--- src/design/sdc_pkg.sv ---
// Purpose: Shared constants, types and helpers of the divider config port
// Assumes: pclk is the crystal time base, all pins synchronous to pclk
// Notes: Shift register layout matches the config struct bit for bit
// Function
// Output is crystal over sixteen, times loop value, over output ratio.
// Host picks loop value 200 to 400 for a 16 MHz reference.
// Output select 00,01,10,11 divides by 1,2,4,8.
// Parallel strobe rising edge captures loop and output divide inputs.
// Parallel strobe low keeps parallel latches transparent to the inputs.
// Serial input shifts into a 14-bit shift register.
// Shift register advances on each serial clock rising edge.
// Host holds parallel strobe high while loading serially.
// Serial order: test bits, output divide bits, then loop bits.
// Each serial field is sent most significant bit first.
// Serial strobe falling edge moves shifted divide values to counters.
// Serial strobe high keeps latches transparent to the shift register.
// Test select comes only from the serial stream.
// Parallel strobe low forces test select to 000.
// Observe mux order: shift out, high, ref, loop out, fout, low, tap, fout/4.
// Test select 110 bypasses the loop, serial clock drives both dividers.
// In bypass the output divider divides by at least two.
// Loop counter output on observe pin has no 50% duty.
// Parallel strobe low resets observe latch; pin shows top shift bit.
// Host sets values at power-up in parallel, later serially.
// Counters adopt a new modulus only at their terminal count.
package sdc_pkg;
   localparam int M_W = 9;
   localparam int N_W = 2;
   localparam int T_W = 3;
   localparam int SR_W = 14;
   localparam int REF_DIV = 16;
   localparam int REF_W = 4;
   localparam int M_MIN = 200;
   localparam int M_MAX = 400;
   localparam int AW = 8;

   localparam logic [AW-1:0] CTRL_ADDR = 8'h00;
   localparam logic [AW-1:0] STAT_ADDR = 8'h04;
   localparam logic [AW-1:0] SHIFT_ADDR = 8'h08;
   localparam int CTRL_OE_BIT = 0;
   localparam logic CTRL_OE_RST = 1'b1;
   localparam int STAT_M_LSB = 0;
   localparam int STAT_N_LSB = 9;
   localparam int STAT_T_LSB = 11;
   localparam int STAT_PLOAD_BIT = 14;
   localparam int STAT_BYP_BIT = 15;
   localparam int STAT_FOUT_BIT = 16;

   localparam logic [T_W-1:0] TS_SHIFT = 3'h0;
   localparam logic [T_W-1:0] TS_HIGH = 3'h1;
   localparam logic [T_W-1:0] TS_REF = 3'h2;
   localparam logic [T_W-1:0] TS_LOOP = 3'h3;
   localparam logic [T_W-1:0] TS_FOUT = 3'h4;
   localparam logic [T_W-1:0] TS_LOW = 3'h5;
   localparam logic [T_W-1:0] TS_BYPASS = 3'h6;
   localparam logic [T_W-1:0] TS_FOUT4 = 3'h7;
   localparam logic [N_W-1:0] N_MIN_BYP = 2'h1;

   typedef struct packed {
      logic [T_W-1:0] t;
      logic [N_W-1:0] n;
      logic [M_W-1:0] m;
   } sdc_cfg_s;

   // Output ratio in ticks per half period
   function automatic logic [3:0] sdc_ratio(input logic [N_W-1:0] code);
      sdc_ratio = 4'h1 << code;
   endfunction : sdc_ratio

   function automatic logic sdc_rise(input logic now, input logic last);
      sdc_rise = now & ~last;
   endfunction : sdc_rise
endpackage : sdc_pkg

--- src/design/sdc_loop_div.sv ---
// Purpose: Loop divider counting feedback ticks by the loop modulus
// Assumes: tick is a one-cycle enable pulse
// Notes: Modulus is sampled only at terminal count
`timescale 1ns/100ps
`default_nettype none
module sdc_loop_div
   import sdc_pkg::*;
#(
   parameter int W = M_W
) (
   input wire logic clk,
   input wire logic rst_n,
   input wire logic tick,
   input wire logic [W-1:0] modulus,
   output logic term,
   output logic cnt_out,
   output logic tap
);
   logic [W-1:0] cnt;
   logic [W-1:0] next_cnt;
   logic next_term;
   logic next_out;

   initial begin
      if (W < 2) $error("sdc_loop_div: W must be at least 2");
   end

   always_comb begin
      next_cnt = cnt;
      next_term = 1'b0;
      next_out = cnt_out;
      if (tick) begin
         if (cnt == '0) begin
            // New modulus taken here only
            next_cnt = (modulus == '0) ? '0 : modulus - 1'b1;
            next_term = 1'b1;
            next_out = 1'b1;
         end else begin
            next_cnt = cnt - 1'b1;
            next_out = 1'b0;
         end
      end
   end

   always_ff @(posedge clk or negedge rst_n) begin
      if (!rst_n) begin
         cnt <= '0;
         term <= 1'b0;
         cnt_out <= 1'b0;
      end else begin
         cnt <= next_cnt;
         term <= next_term;
         cnt_out <= next_out;
      end
   end

   assign tap = cnt[W-1];
endmodule : sdc_loop_div
`default_nettype wire

--- src/design/sdc_out_div.sv ---
// Purpose: Output divider by 1, 2, 4 or 8 with even duty
// Assumes: tick marks one half period of the source
// Notes: Ratio is held until the current half period ends
`timescale 1ns/100ps
`default_nettype none
module sdc_out_div
   import sdc_pkg::*;
(
   input wire logic clk,
   input wire logic rst_n,
   input wire logic tick,
   input wire logic [N_W-1:0] code,
   output logic fout
);
   logic [3:0] cnt;
   logic [3:0] ratio;
   logic [3:0] next_cnt;
   logic [3:0] next_ratio;
   logic next_fout;

   always_comb begin
      next_cnt = cnt;
      next_ratio = ratio;
      next_fout = fout;
      if (tick) begin
         if (cnt >= ratio - 4'h1) begin
            next_cnt = 4'h0;
            next_fout = ~fout;
            next_ratio = sdc_ratio(code);
         end else begin
            next_cnt = cnt + 4'h1;
         end
      end
   end

   always_ff @(posedge clk or negedge rst_n) begin
      if (!rst_n) begin
         cnt <= 4'h0;
         ratio <= 4'h1;
         fout <= 1'b0;
      end else begin
         cnt <= next_cnt;
         ratio <= next_ratio;
         fout <= next_fout;
      end
   end
endmodule : sdc_out_div
`default_nettype wire

--- src/design/sdc_config_port.sv ---
// Purpose: Divider configuration port of a crystal based synthesizer
// Assumes: pclk is the crystal; vco_tick marks each oscillator half period
// Notes: Parallel port wins over serial; APB adds enable and status view
//
// Design decisions made here: register access over APB and the address map.
`timescale 1ns/100ps
`default_nettype none
module sdc_config_port
   import sdc_pkg::*;
(
   input wire logic pclk,
   input wire logic presetn,
   input wire logic psel,
   input wire logic penable,
   input wire logic pwrite,
   input wire logic [AW-1:0] paddr,
   input wire logic [31:0] pwdata,
   output logic [31:0] prdata,
   output logic pready,
   output logic pslverr,
   input wire logic par_load,
   input wire logic [M_W-1:0] m_in,
   input wire logic [N_W-1:0] n_in,
   input wire logic ser_clk,
   input wire logic ser_data,
   input wire logic ser_load,
   input wire logic vco_tick,
   output logic fout,
   output logic observe,
   output logic pump_up,
   output logic pump_dn
);
   // Serial side
   logic [SR_W-1:0] shift;
   logic [SR_W-1:0] next_shift;
   logic ser_clk_q;
   logic sclk_rise;

   // Configuration latches
   sdc_cfg_s cfg;
   sdc_cfg_s next_cfg;
   sdc_cfg_s active;
   logic parallel_load_low;
   logic bypass;

   // Reference and dividers
   logic [REF_W-1:0] ref_cnt;
   logic [REF_W-1:0] next_ref_cnt;
   logic reference_compare_clock;
   logic ref_pulse;
   logic loop_tick;
   logic loop_term;
   logic loop_out;
   logic loop_count_tap;
   logic [N_W-1:0] out_code;
   logic fout_raw;
   logic fout_q;
   logic [1:0] div4_cnt;
   logic [1:0] next_div4_cnt;
   logic next_pump_up;
   logic next_pump_dn;

   // Observe and output gating
   logic next_observe;
   logic oe_ctrl;
   logic oe_eff;
   logic next_oe_eff;
   logic next_fout;

   // Register access
   logic wr_en;
   logic next_oe_ctrl;
   logic [31:0] rd_val;
   logic [31:0] next_prdata;
   logic addr_ok;

   initial begin
      if (REF_DIV != (1 << REF_W)) $error("sdc: REF_DIV must be 2**REF_W");
      if (SR_W != T_W + N_W + M_W) $error("sdc: shift width mismatch");
      if (N_MIN_BYP == '0) $error("sdc: bypass ratio too low");
      if (STAT_T_LSB + T_W > STAT_PLOAD_BIT) $error("sdc: status overlap");
   end

   assign parallel_load_low = ~par_load;
   assign sclk_rise = sdc_rise(ser_clk, ser_clk_q);

   // Shift register, top field lands in the top bits
   always_comb begin
      next_shift = shift;
      if (sclk_rise) begin
         next_shift = {shift[SR_W-2:0], ser_data};
      end
   end

   // Latch view: parallel transparent while low, serial while strobe high
   always_comb begin
      if (parallel_load_low) begin
         active.t = '0;
         active.n = n_in;
         active.m = m_in;
      end else if (ser_load) begin
         active = sdc_cfg_s'(shift);
      end else begin
         active = cfg;
      end
      next_cfg = active;
   end

   always_ff @(posedge pclk or negedge presetn) begin
      if (!presetn) begin
         shift <= '0;
         ser_clk_q <= 1'b0;
      end else begin
         shift <= next_shift;
         ser_clk_q <= ser_clk;
      end
   end

   always_ff @(posedge pclk or negedge presetn) begin
      if (!presetn) begin
         cfg <= '0;
      end else begin
         cfg <= next_cfg;
      end
   end

   // Crystal divided by sixteen gives the compare clock
   assign bypass = (active.t == TS_BYPASS);
   always_comb begin
      next_ref_cnt = ref_cnt + 4'h1;
   end
   assign reference_compare_clock = ref_cnt[REF_W-1];
   assign ref_pulse = (ref_cnt == '1);

   // Bypass feeds serial clock edges straight to both dividers
   assign loop_tick = bypass ? sclk_rise : vco_tick;
   assign out_code = (bypass && active.n < N_MIN_BYP) ? N_MIN_BYP
      : active.n;

   sdc_loop_div #(
      .W(M_W)
   ) u_loop (
      .clk(pclk),
      .rst_n(presetn),
      .tick(loop_tick),
      .modulus(active.m),
      .term(loop_term),
      .cnt_out(loop_out),
      .tap(loop_count_tap)
   );

   sdc_out_div u_out (
      .clk(pclk),
      .rst_n(presetn),
      .tick(loop_tick),
      .code(out_code),
      .fout(fout_raw)
   );

   // Phase detector drives loop toward ref times loop modulus
   always_comb begin
      next_pump_up = pump_up;
      next_pump_dn = pump_dn;
      if (bypass || (ref_pulse && loop_term)) begin
         next_pump_up = 1'b0;
         next_pump_dn = 1'b0;
      end else if (ref_pulse) begin
         next_pump_up = ~pump_dn;
         next_pump_dn = 1'b0;
      end else if (loop_term) begin
         next_pump_dn = ~pump_up;
         next_pump_up = 1'b0;
      end
   end

   // Divide by four of the output for the observe mux
   always_comb begin
      next_div4_cnt = div4_cnt;
      if (sdc_rise(fout_raw, fout_q)) begin
         next_div4_cnt = div4_cnt + 2'h1;
      end
   end

   // Observe mux; latch held in reset by parallel strobe low
   always_comb begin
      if (parallel_load_low) begin
         next_observe = shift[SR_W-1];
      end else begin
         case (active.t)
            TS_SHIFT: next_observe = shift[SR_W-1];
            TS_HIGH: next_observe = 1'b1;
            TS_REF: next_observe = reference_compare_clock;
            TS_LOOP: next_observe = loop_out;
            TS_FOUT: next_observe = fout_raw;
            TS_LOW: next_observe = 1'b0;
            TS_BYPASS: next_observe = loop_count_tap;
            TS_FOUT4: next_observe = div4_cnt[1];
            default: next_observe = 1'b0;
         endcase
      end
   end

   // Output enable changes only while output is low, no runt pulses
   always_comb begin
      next_oe_eff = oe_eff;
      if (!fout_raw) begin
         next_oe_eff = oe_ctrl;
      end
      next_fout = fout_raw & oe_eff;
   end

   always_ff @(posedge pclk or negedge presetn) begin
      if (!presetn) begin
         ref_cnt <= '0;
      end else begin
         ref_cnt <= next_ref_cnt;
      end
   end

   always_ff @(posedge pclk or negedge presetn) begin
      if (!presetn) begin
         pump_up <= 1'b0;
         pump_dn <= 1'b0;
      end else begin
         pump_up <= next_pump_up;
         pump_dn <= next_pump_dn;
      end
   end

   always_ff @(posedge pclk or negedge presetn) begin
      if (!presetn) begin
         fout_q <= 1'b0;
         div4_cnt <= 2'h0;
      end else begin
         fout_q <= fout_raw;
         div4_cnt <= next_div4_cnt;
      end
   end

   always_ff @(posedge pclk or negedge presetn) begin
      if (!presetn) begin
         observe <= 1'b0;
      end else begin
         observe <= next_observe;
      end
   end

   always_ff @(posedge pclk or negedge presetn) begin
      if (!presetn) begin
         oe_eff <= CTRL_OE_RST;
         fout <= 1'b0;
      end else begin
         oe_eff <= next_oe_eff;
         fout <= next_fout;
      end
   end

   // APB slave, zero wait states, read data staged in setup
   assign addr_ok = (paddr == CTRL_ADDR) || (paddr == STAT_ADDR)
      || (paddr == SHIFT_ADDR);
   assign pready = 1'b1;
   assign pslverr = psel & penable & ~addr_ok;
   assign wr_en = psel & penable & pwrite & (paddr == CTRL_ADDR);

   always_comb begin
      rd_val = 32'h0;
      case (paddr)
         CTRL_ADDR: rd_val[CTRL_OE_BIT] = oe_ctrl;
         STAT_ADDR: begin
            rd_val[STAT_M_LSB +: M_W] = active.m;
            rd_val[STAT_N_LSB +: N_W] = active.n;
            rd_val[STAT_T_LSB +: T_W] = active.t;
            rd_val[STAT_PLOAD_BIT] = par_load;
            rd_val[STAT_BYP_BIT] = bypass;
            rd_val[STAT_FOUT_BIT] = fout;
         end
         SHIFT_ADDR: rd_val[SR_W-1:0] = shift;
         default: rd_val = 32'h0;
      endcase
   end

   always_comb begin
      next_prdata = prdata;
      if (psel && !penable) begin
         next_prdata = rd_val;
      end
   end

   always_ff @(posedge pclk or negedge presetn) begin
      if (!presetn) begin
         prdata <= 32'h0;
      end else begin
         prdata <= next_prdata;
      end
   end

   always_comb begin
      next_oe_ctrl = wr_en ? pwdata[CTRL_OE_BIT] : oe_ctrl;
   end

   always_ff @(posedge pclk or negedge presetn) begin
      if (!presetn) begin
         oe_ctrl <= CTRL_OE_RST;
      end else begin
         oe_ctrl <= next_oe_ctrl;
      end
   end
endmodule : sdc_config_port
`default_nettype wire

--- config.mk ---
export PLATFORM = sky130hd
export DESIGN_NAME = sdc_config_port
export DESIGN_NICKNAME = d
export VERILOG_FILES = /design/src/design/sdc_pkg.sv /design/src/design/sdc_loop_div.sv /design/src/design/sdc_out_div.sv /design/src/design/sdc_config_port.sv
export SDC_FILE = /design/constraint.sdc
export NUM_CORES = 1
export LEC_CHECK = 0
export BUFFER_PORTS_ARGS = -buffer_cell sky130_fd_sc_hd__buf_2
export CORE_ASPECT_RATIO = 0.7
export CORE_MARGIN = 2
export CORE_UTILIZATION = 49
export CTS_CLUSTER_DIAMETER = 150
export CTS_CLUSTER_SIZE = 16
export DETAILED_ROUTE_END_ITERATION = 8
export PLACE_DENSITY = 0.88
export REMOVE_ABC_BUFFERS = 1
export SLEW_MARGIN = 20
export SYNTH_ARGS = -nofsm -noshare
export SYNTH_HDL_FRONTEND = slang
export SYNTH_HIERARCHICAL = 1
export SYNTH_SLANG_ARGS = --single-unit
--- constraint.sdc ---
create_clock -name pclk -period 2.3 [get_ports pclk]
set_clock_uncertainty 0.05 [all_clocks]
set_input_delay 0.115 -clock pclk [delete_from_list [all_inputs] [get_ports pclk]]
set_output_delay 0.115 -clock pclk [all_outputs]
set_load 0.01 [all_outputs]
# After elaboration in Yosys (flattened, before gate mapping)
# Cells that the tools add are included.
dict set report totals {
  regBits 79
  latchBits 0
  ramBits 0
  romBits 0
  input_bits 61
  out_inout_bits 38
  word_cells 86
  memories 0
}
dict set report classes {
  add_sub_neg 6
  multipliers 0
  n_div 0
  order_cmp 2
  eq_ne 10
  shift 1
  mux 20
  bitwise_logic 13
  reduce_logical 13
}
# cell n
set op_table {}
lappend op_table {{14-bit 2-to-1 mux} 2}
lappend op_table {{13-bit case mux with 2 select lines} 1}
lappend op_table {{9-bit logical NOT} 2}
lappend op_table {{9-bit 2-to-1 mux} 2}
lappend op_table {{9-bit by 1-bit subtractor with 9-bit output (second input constant)} 2}
lappend op_table {{3-bit equality test (second input constant)} 4}
lappend op_table {{1-bit 2-to-1 mux} 10}
lappend op_table {{4-bit by 1-bit adder with 4-bit output (second input constant)} 2}
lappend op_table {{8-bit by 3-bit equality test with 1-bit output (second input constant)} 1}
lappend op_table {{8-bit by 4-bit equality test with 1-bit output (second input constant)} 1}
lappend op_table {{8-bit logical NOT} 1}
lappend op_table {{1-bit case mux with 8 select lines} 1}
lappend op_table {{1-bit bitwise AND} 7}
lappend op_table {{3-bit by 2-bit equality test with 1-bit output (second input constant)} 2}
lappend op_table {{1-bit inverter} 6}
lappend op_table {{4-bit equality test (second input constant)} 1}
lappend op_table {{4-bit greater-or-equal comparator} 1}
lappend op_table {{4-bit 2-to-1 mux} 1}
lappend op_table {{1-bit by 2-bit << shifter with 4-bit output (first input constant)} 1}
lappend op_table {{4-bit by 1-bit subtractor with 4-bit output (second input constant)} 1}
lappend op_table {{3-bit by 1-bit equality test with 1-bit output (second input constant)} 1}
lappend op_table {{1-bit logical AND} 3}
lappend op_table {{3-bit logical NOT} 1}
lappend op_table {{1-bit logical OR} 3}
lappend op_table {{8 further kinds} 8}

# Longest topological paths before layout
dict set report logic_depth {
  word_depth 6
  ltp_mapped 11
  mapped_depth_nobuf 8
}

# By module
# Netlist, hierarchy kept.
# module n_inst cells_each area_each_um2 seq_area_each_um2
set by_module_without_submodules {}
lappend by_module_without_submodules {sdc_config_port 1 234 2834.0 1478.9}
lappend by_module_without_submodules {sdc_loop_div 1 87 775.7 275.3}
lappend by_module_without_submodules {sdc_out_div 1 50 554.3 226.5}

# Worst setup path before layout
# Ideal clock, no wire load.
dict set report synth_timing {
  path_kind {input to register}
  start {in ser_load}
  end {reg u_loop.cnt[0]}
  setup_time_ns 0.133
  t_arrival_ns 2.161
  required_time_ns 2.117
  slack_ns -0.044
  path_stages 9
  path_buffers 3
  cell_sequence {buf_6 > buf_12 > mux2i_1 > a21oi_1 > or4_4 > or4_4 > buf_6 > a311oi_1 > a21oi_1}
}
# item line_no
set synth_rtl {}
lappend synth_rtl {{start, declared} sdc_config_port.sv:26} ;# input wire logic ser_load,
lappend synth_rtl {{end signal, assigned} sdc_loop_div.sv:51} ;# cnt <= next_cnt;
lappend synth_rtl {{end, declared} sdc_loop_div.sv:19} ;# logic [W-1:0] cnt;

# Worst setup path after layout
dict set report layout_timing {
  start {reg u_out.ratio[0]}
  end {reg u_out.ratio[2]}
}
dict set report layout_via {
  elab_chain_len 3
}
# item line_no
set layout_lines {}
lappend layout_lines {{start, declared} sdc_out_div.sv:16} ;# logic [3:0] ratio;
lappend layout_lines {{start signal, assigned} sdc_out_div.sv:43} ;# ratio <= next_ratio;
lappend layout_lines {{4-bit by 1-bit subtractor with 4-bit output} sdc_out_div.sv:26} ;# if (cnt >= ratio - 4'h1) begin
lappend layout_lines {{4-bit greater-or-equal comparator} sdc_out_div.sv:26}
lappend layout_lines {{2-bit AND reduction (no line)} --}
# No other way between the ends.
# A chain may end at the register's enable or synchronous reset.

==> summary.txt <==
CTS
  • TritonCTS clock tree: built
  • Maximum buffer depth of the clock tree: 2
  • Library cell used as clock root buffer: clkbuf_16
  • CTS Buf Count: 9
  • Total number of clock tree sinks: 79
  • Clock Pin Slew Worst Setup and Hold Paths: 0.06 ns
  • Worst skew pair latency: 0.34 ns
  • CTS H-tree lvls: 3

Global routing
  • Overflow after GRT: 0
  • Initial antenna violation count: 0
  • First-pass GRT wire length: approximately 16000 µm
  • Maximum number of pins on one net before global-route repair: 80
  • Number of global-route vias before repair: 3139
  • Tot GR Track Use: 22.1%

Synthesis
  • Unique cell type count in the Yosys netlist: 68
  • Count of warnings emitted by yosys: 6
  • Netlist area before placement: 0.00416 mm²
  • Largest cells by area after synthesis: dfrtp_1, mux2i_1, buf_4
  • #FFs+latches synth: 79
  • Yosys top cell by area: dfrtp_1
  • Synth top cells by count: dfrtp_1, nor2_1, inv_1
  • FFs w/ async S/R, synth: 100%
  • Synth Instances: 371
  • Count of flip-flops with a built-in enable after synthesis: 0
  • Library cell with the highest instance count after synthesis: dfrtp_1
  • Fraction of the yosys area taken by sequential cells: 47.6%
  • Portion of synthesized cell area occupied by the leading cell type: 45.7%
  • Syn_area_per_cell: ~11 µm²
  • Top FF cell, synth: dfrtp_1

Layout
  • Share of post-route cells with drive strength above 1: 28.8%
  • Layout Area Growth over Synthesis: 20.1%
  • Antenna diode count: 0
  • Multi-input combinational cell area: 0.00193 mm²
  • Fin util: 60.0%
  • Layout Nets: 517
  • Sequential Area: 0.00198 mm²
  • Final-layout fill cell count: approximately 660

Detailed routing
  • Detailed Route WL: 9810 µm
  • Via count: 3191
  • Number of DRC violations after detailed-routing iteration 0: 250
  • Residual DRC: 0
  • Post-route antenna net violation count: 0
  • Via-per-instance ratio: 5.73
  • Drt pass-1 iters: 5
  • Per-cell routed wire length: 17.6 µm

Setup path
  • Maximum fanout encountered on the critical timing path: 5
  • Critical path required time: 2.47 ns
  • CP startpoint kind: flop
  • Slowest cell on crit path: dfstp_2
  • Longest individual stage delay on the worst path: roughly 0.55 ns
  • CP top delay family: flip-flops
  • Crit path arrival time: 2.40 ns
  • Most Frequent Cell on Critical Path: ha_1
  • Crit-path cells: inv_1 > ha_1 > xnor2_1 > ha_1 > o211ai_2 > o21ai_4 > nand2_4 > mux2_4
  • WP buf/inv: 1
  • Critical path type: flop to flop
  • Element type at the critical path end: flop

Timing
  • Post-route worst hold slack: 0.0643 ns
  • Worst slew margin: 63.3%
  • Number of endpoints failing setup at the final stage: 0
  • Final Hold Violating Endpoints: 0
  • Final worst setup slack: 0.0727 ns
  • Tmin final: 2.23 ns
  • Final Max Slew Viols: 0
  • Achievable frequency: 449 MHz
  • Period Utilization, post-route: 96.8%
  • Worst Max-Slew Pin Slew: between 0.5 and 0.6 ns

Floorplan
  • Starting Density: 49.9%
  • Die width: 114 µm
  • Number of placed I/O pins: 99
  • Die outline height: 81.1 µm
  • Full die area: 0.00926 mm²
  • Row count: 28
  • Core area: roughly 0.0083 mm²

Placed design
  • Detail Placement HPWL: around 6700 µm
  • Number of input and output port buffers inserted: 51
  • Setup WS pre-CTS: -0.0175 ns
  • Routability cong.: 0.903

Power and ir drop
  • Static power due to leakage: 2.43 nW
  • Pwr per Cell Area: approximately 1100 mW/mm²
  • Worst vdd rail ir drop: 0.472 mV

Run
  • Max cap viols: 0

Run status
  • Run status: complete, no violations

Hold path
  • Hold/Removal Path Class: input port to flop
==> flip-flops by register name (all words and copies together) (netlist names) <==
register        count
oe_ctrl             1
observe             1
pump_up             1
u_loop/cnt          9
ref_cnt             4
fout_q              1
u_out/cnt           4
pump_dn             1
div4_cnt            2
shift              14
u_out/ratio         4
oe_eff              1
cfg                14
u_out/fout          1
u_loop/cnt_out      1
ser_clk_q           1
fout                1
prdata             17
u_loop/term         1
==> logic make-up after synthesis <==
family / count (synthesis) / share of synthesized area [%]
and+or+nand+nor: 104 / 14.8
DFF: 79 / 47.6
AOI/OAI and AO/OA: 73 / 13.4
buffers and inverters: 53 / 7.93
muxes: 39 / 10.9
xor gates and xnor gates: 12 / 2.52
adders and majority gates: 9 / 2.70
other: 2 / 0.180
==> area by class of cell <==
type | count | share of cell area (%)
flip-flops and latches | 79 | 39.6
multi-input cells | 253 | 38.5
repair buffers | 83 | 10.8
clock buffers | 11 | 4.85
well taps | 105 | 2.63
clock inverters | 5 | 2.08
inverters | 21 | 1.58
==> metrics by stage <==
stage               TNS, ns  cell area, µm²  instances  total power, mW
detailed placement  -0.0272            4560        533             3.61
global placement          0            4560        533             3.45
finish                    0            5000        557             5.42
CTS                       0            4960        553             5.29
floorplan            -0.363            3970        353             3.05
global route        -0.0428            5000        557             5.71
==> power breakdown <==
part	internal, mW	switching, mW
registers	1.73	0.332
clock network	1.09	0.564
logic	0.856	0.840
==> placed cells by master (no fill, tap or decap), types with 8 or more instances in the layout <==
| cell type | netlist | routed |
|---|---|---|
| nor2_1 | 22 | 22 |
| ha_1 | 9 | 8 |
| nor2b_1 | 13 | 13 |
| a221o_1 | 13 | 13 |
| mux2i_1 | 16 | 16 |
| mux2_1 | 9 | 9 |
| dfrtp_1 | 76 | 76 |
| buf_2 | 5 | 50 |
| nand2_1 | 13 | 13 |
| nor3_1 | 11 | 10 |
| clkbuf_16 | 0 | 9 |
| a21oi_1 | 16 | 16 |
| conb_1 | 2 | 16 |
| buf_4 | 19 | 25 |
| inv_1 | 21 | 21 |
==> layer usage <==
layer | GRT usage, % | routed length [µm] | vias to the layer above
li1 | - | - | 1456
met1 | 29.8 | 4370 | 1591
met2 | 34.9 | 4680 | 120
met3 | 5.82 | 535 | 24
met4 | 7.68 | 225 | 0
met5 | 0 | 0 | -
==> worst register-to-register path: stages, from the launching register on <==
cell and delay, ns:
dfstp_2 0.55, inv_1 0.06, ha_1 0.20, xnor2_1 0.14
ha_1 0.30, o211ai_2 0.12, o21ai_4 0.25, nand2_4 0.12
mux2_4 0.32
==> final timing paths <==
check / slack, ns / depth (start not counted) / to / startpoint
setup / recovery: 0.07 / 8 / u_out/ratio[2]$_DFFE_PN0P_ / u_out/ratio[0]$_DFFE_PN1P_
hold / removal: 0.06 / 3 / cfg[8]$_DFF_PN0_ / m_in[8]
setup reg to reg: 0.07 / 8 / u_out/ratio[2]$_DFFE_PN0P_ / u_out/ratio[0]$_DFFE_PN1P_
hold reg to reg: 0.40 / 1 / ref_cnt[0]$_DFF_PN0_ / ref_cnt[0]$_DFF_PN0_
max in group asynchronous: 1.55 / 3 / oe_ctrl$_DFFE_PN1P_ / presetn
min in group asynchronous: 0.28 / 3 / u_out/cnt[3]$_DFFE_PN0P_ / presetn
==> what timing repair did <==
item | in CTS | in global routing
gates cloned | 0 | 0
pin swaps | 0 | 5
resized for setup | 2 | 3
setup buffers | 0 | 3
setup endpoints to repair | 2 | 7
hold buffers | 4 | 1
endpoints found under the hold margin | 79 | 1
Note: power is estimated with default switching activity, not from simulation.
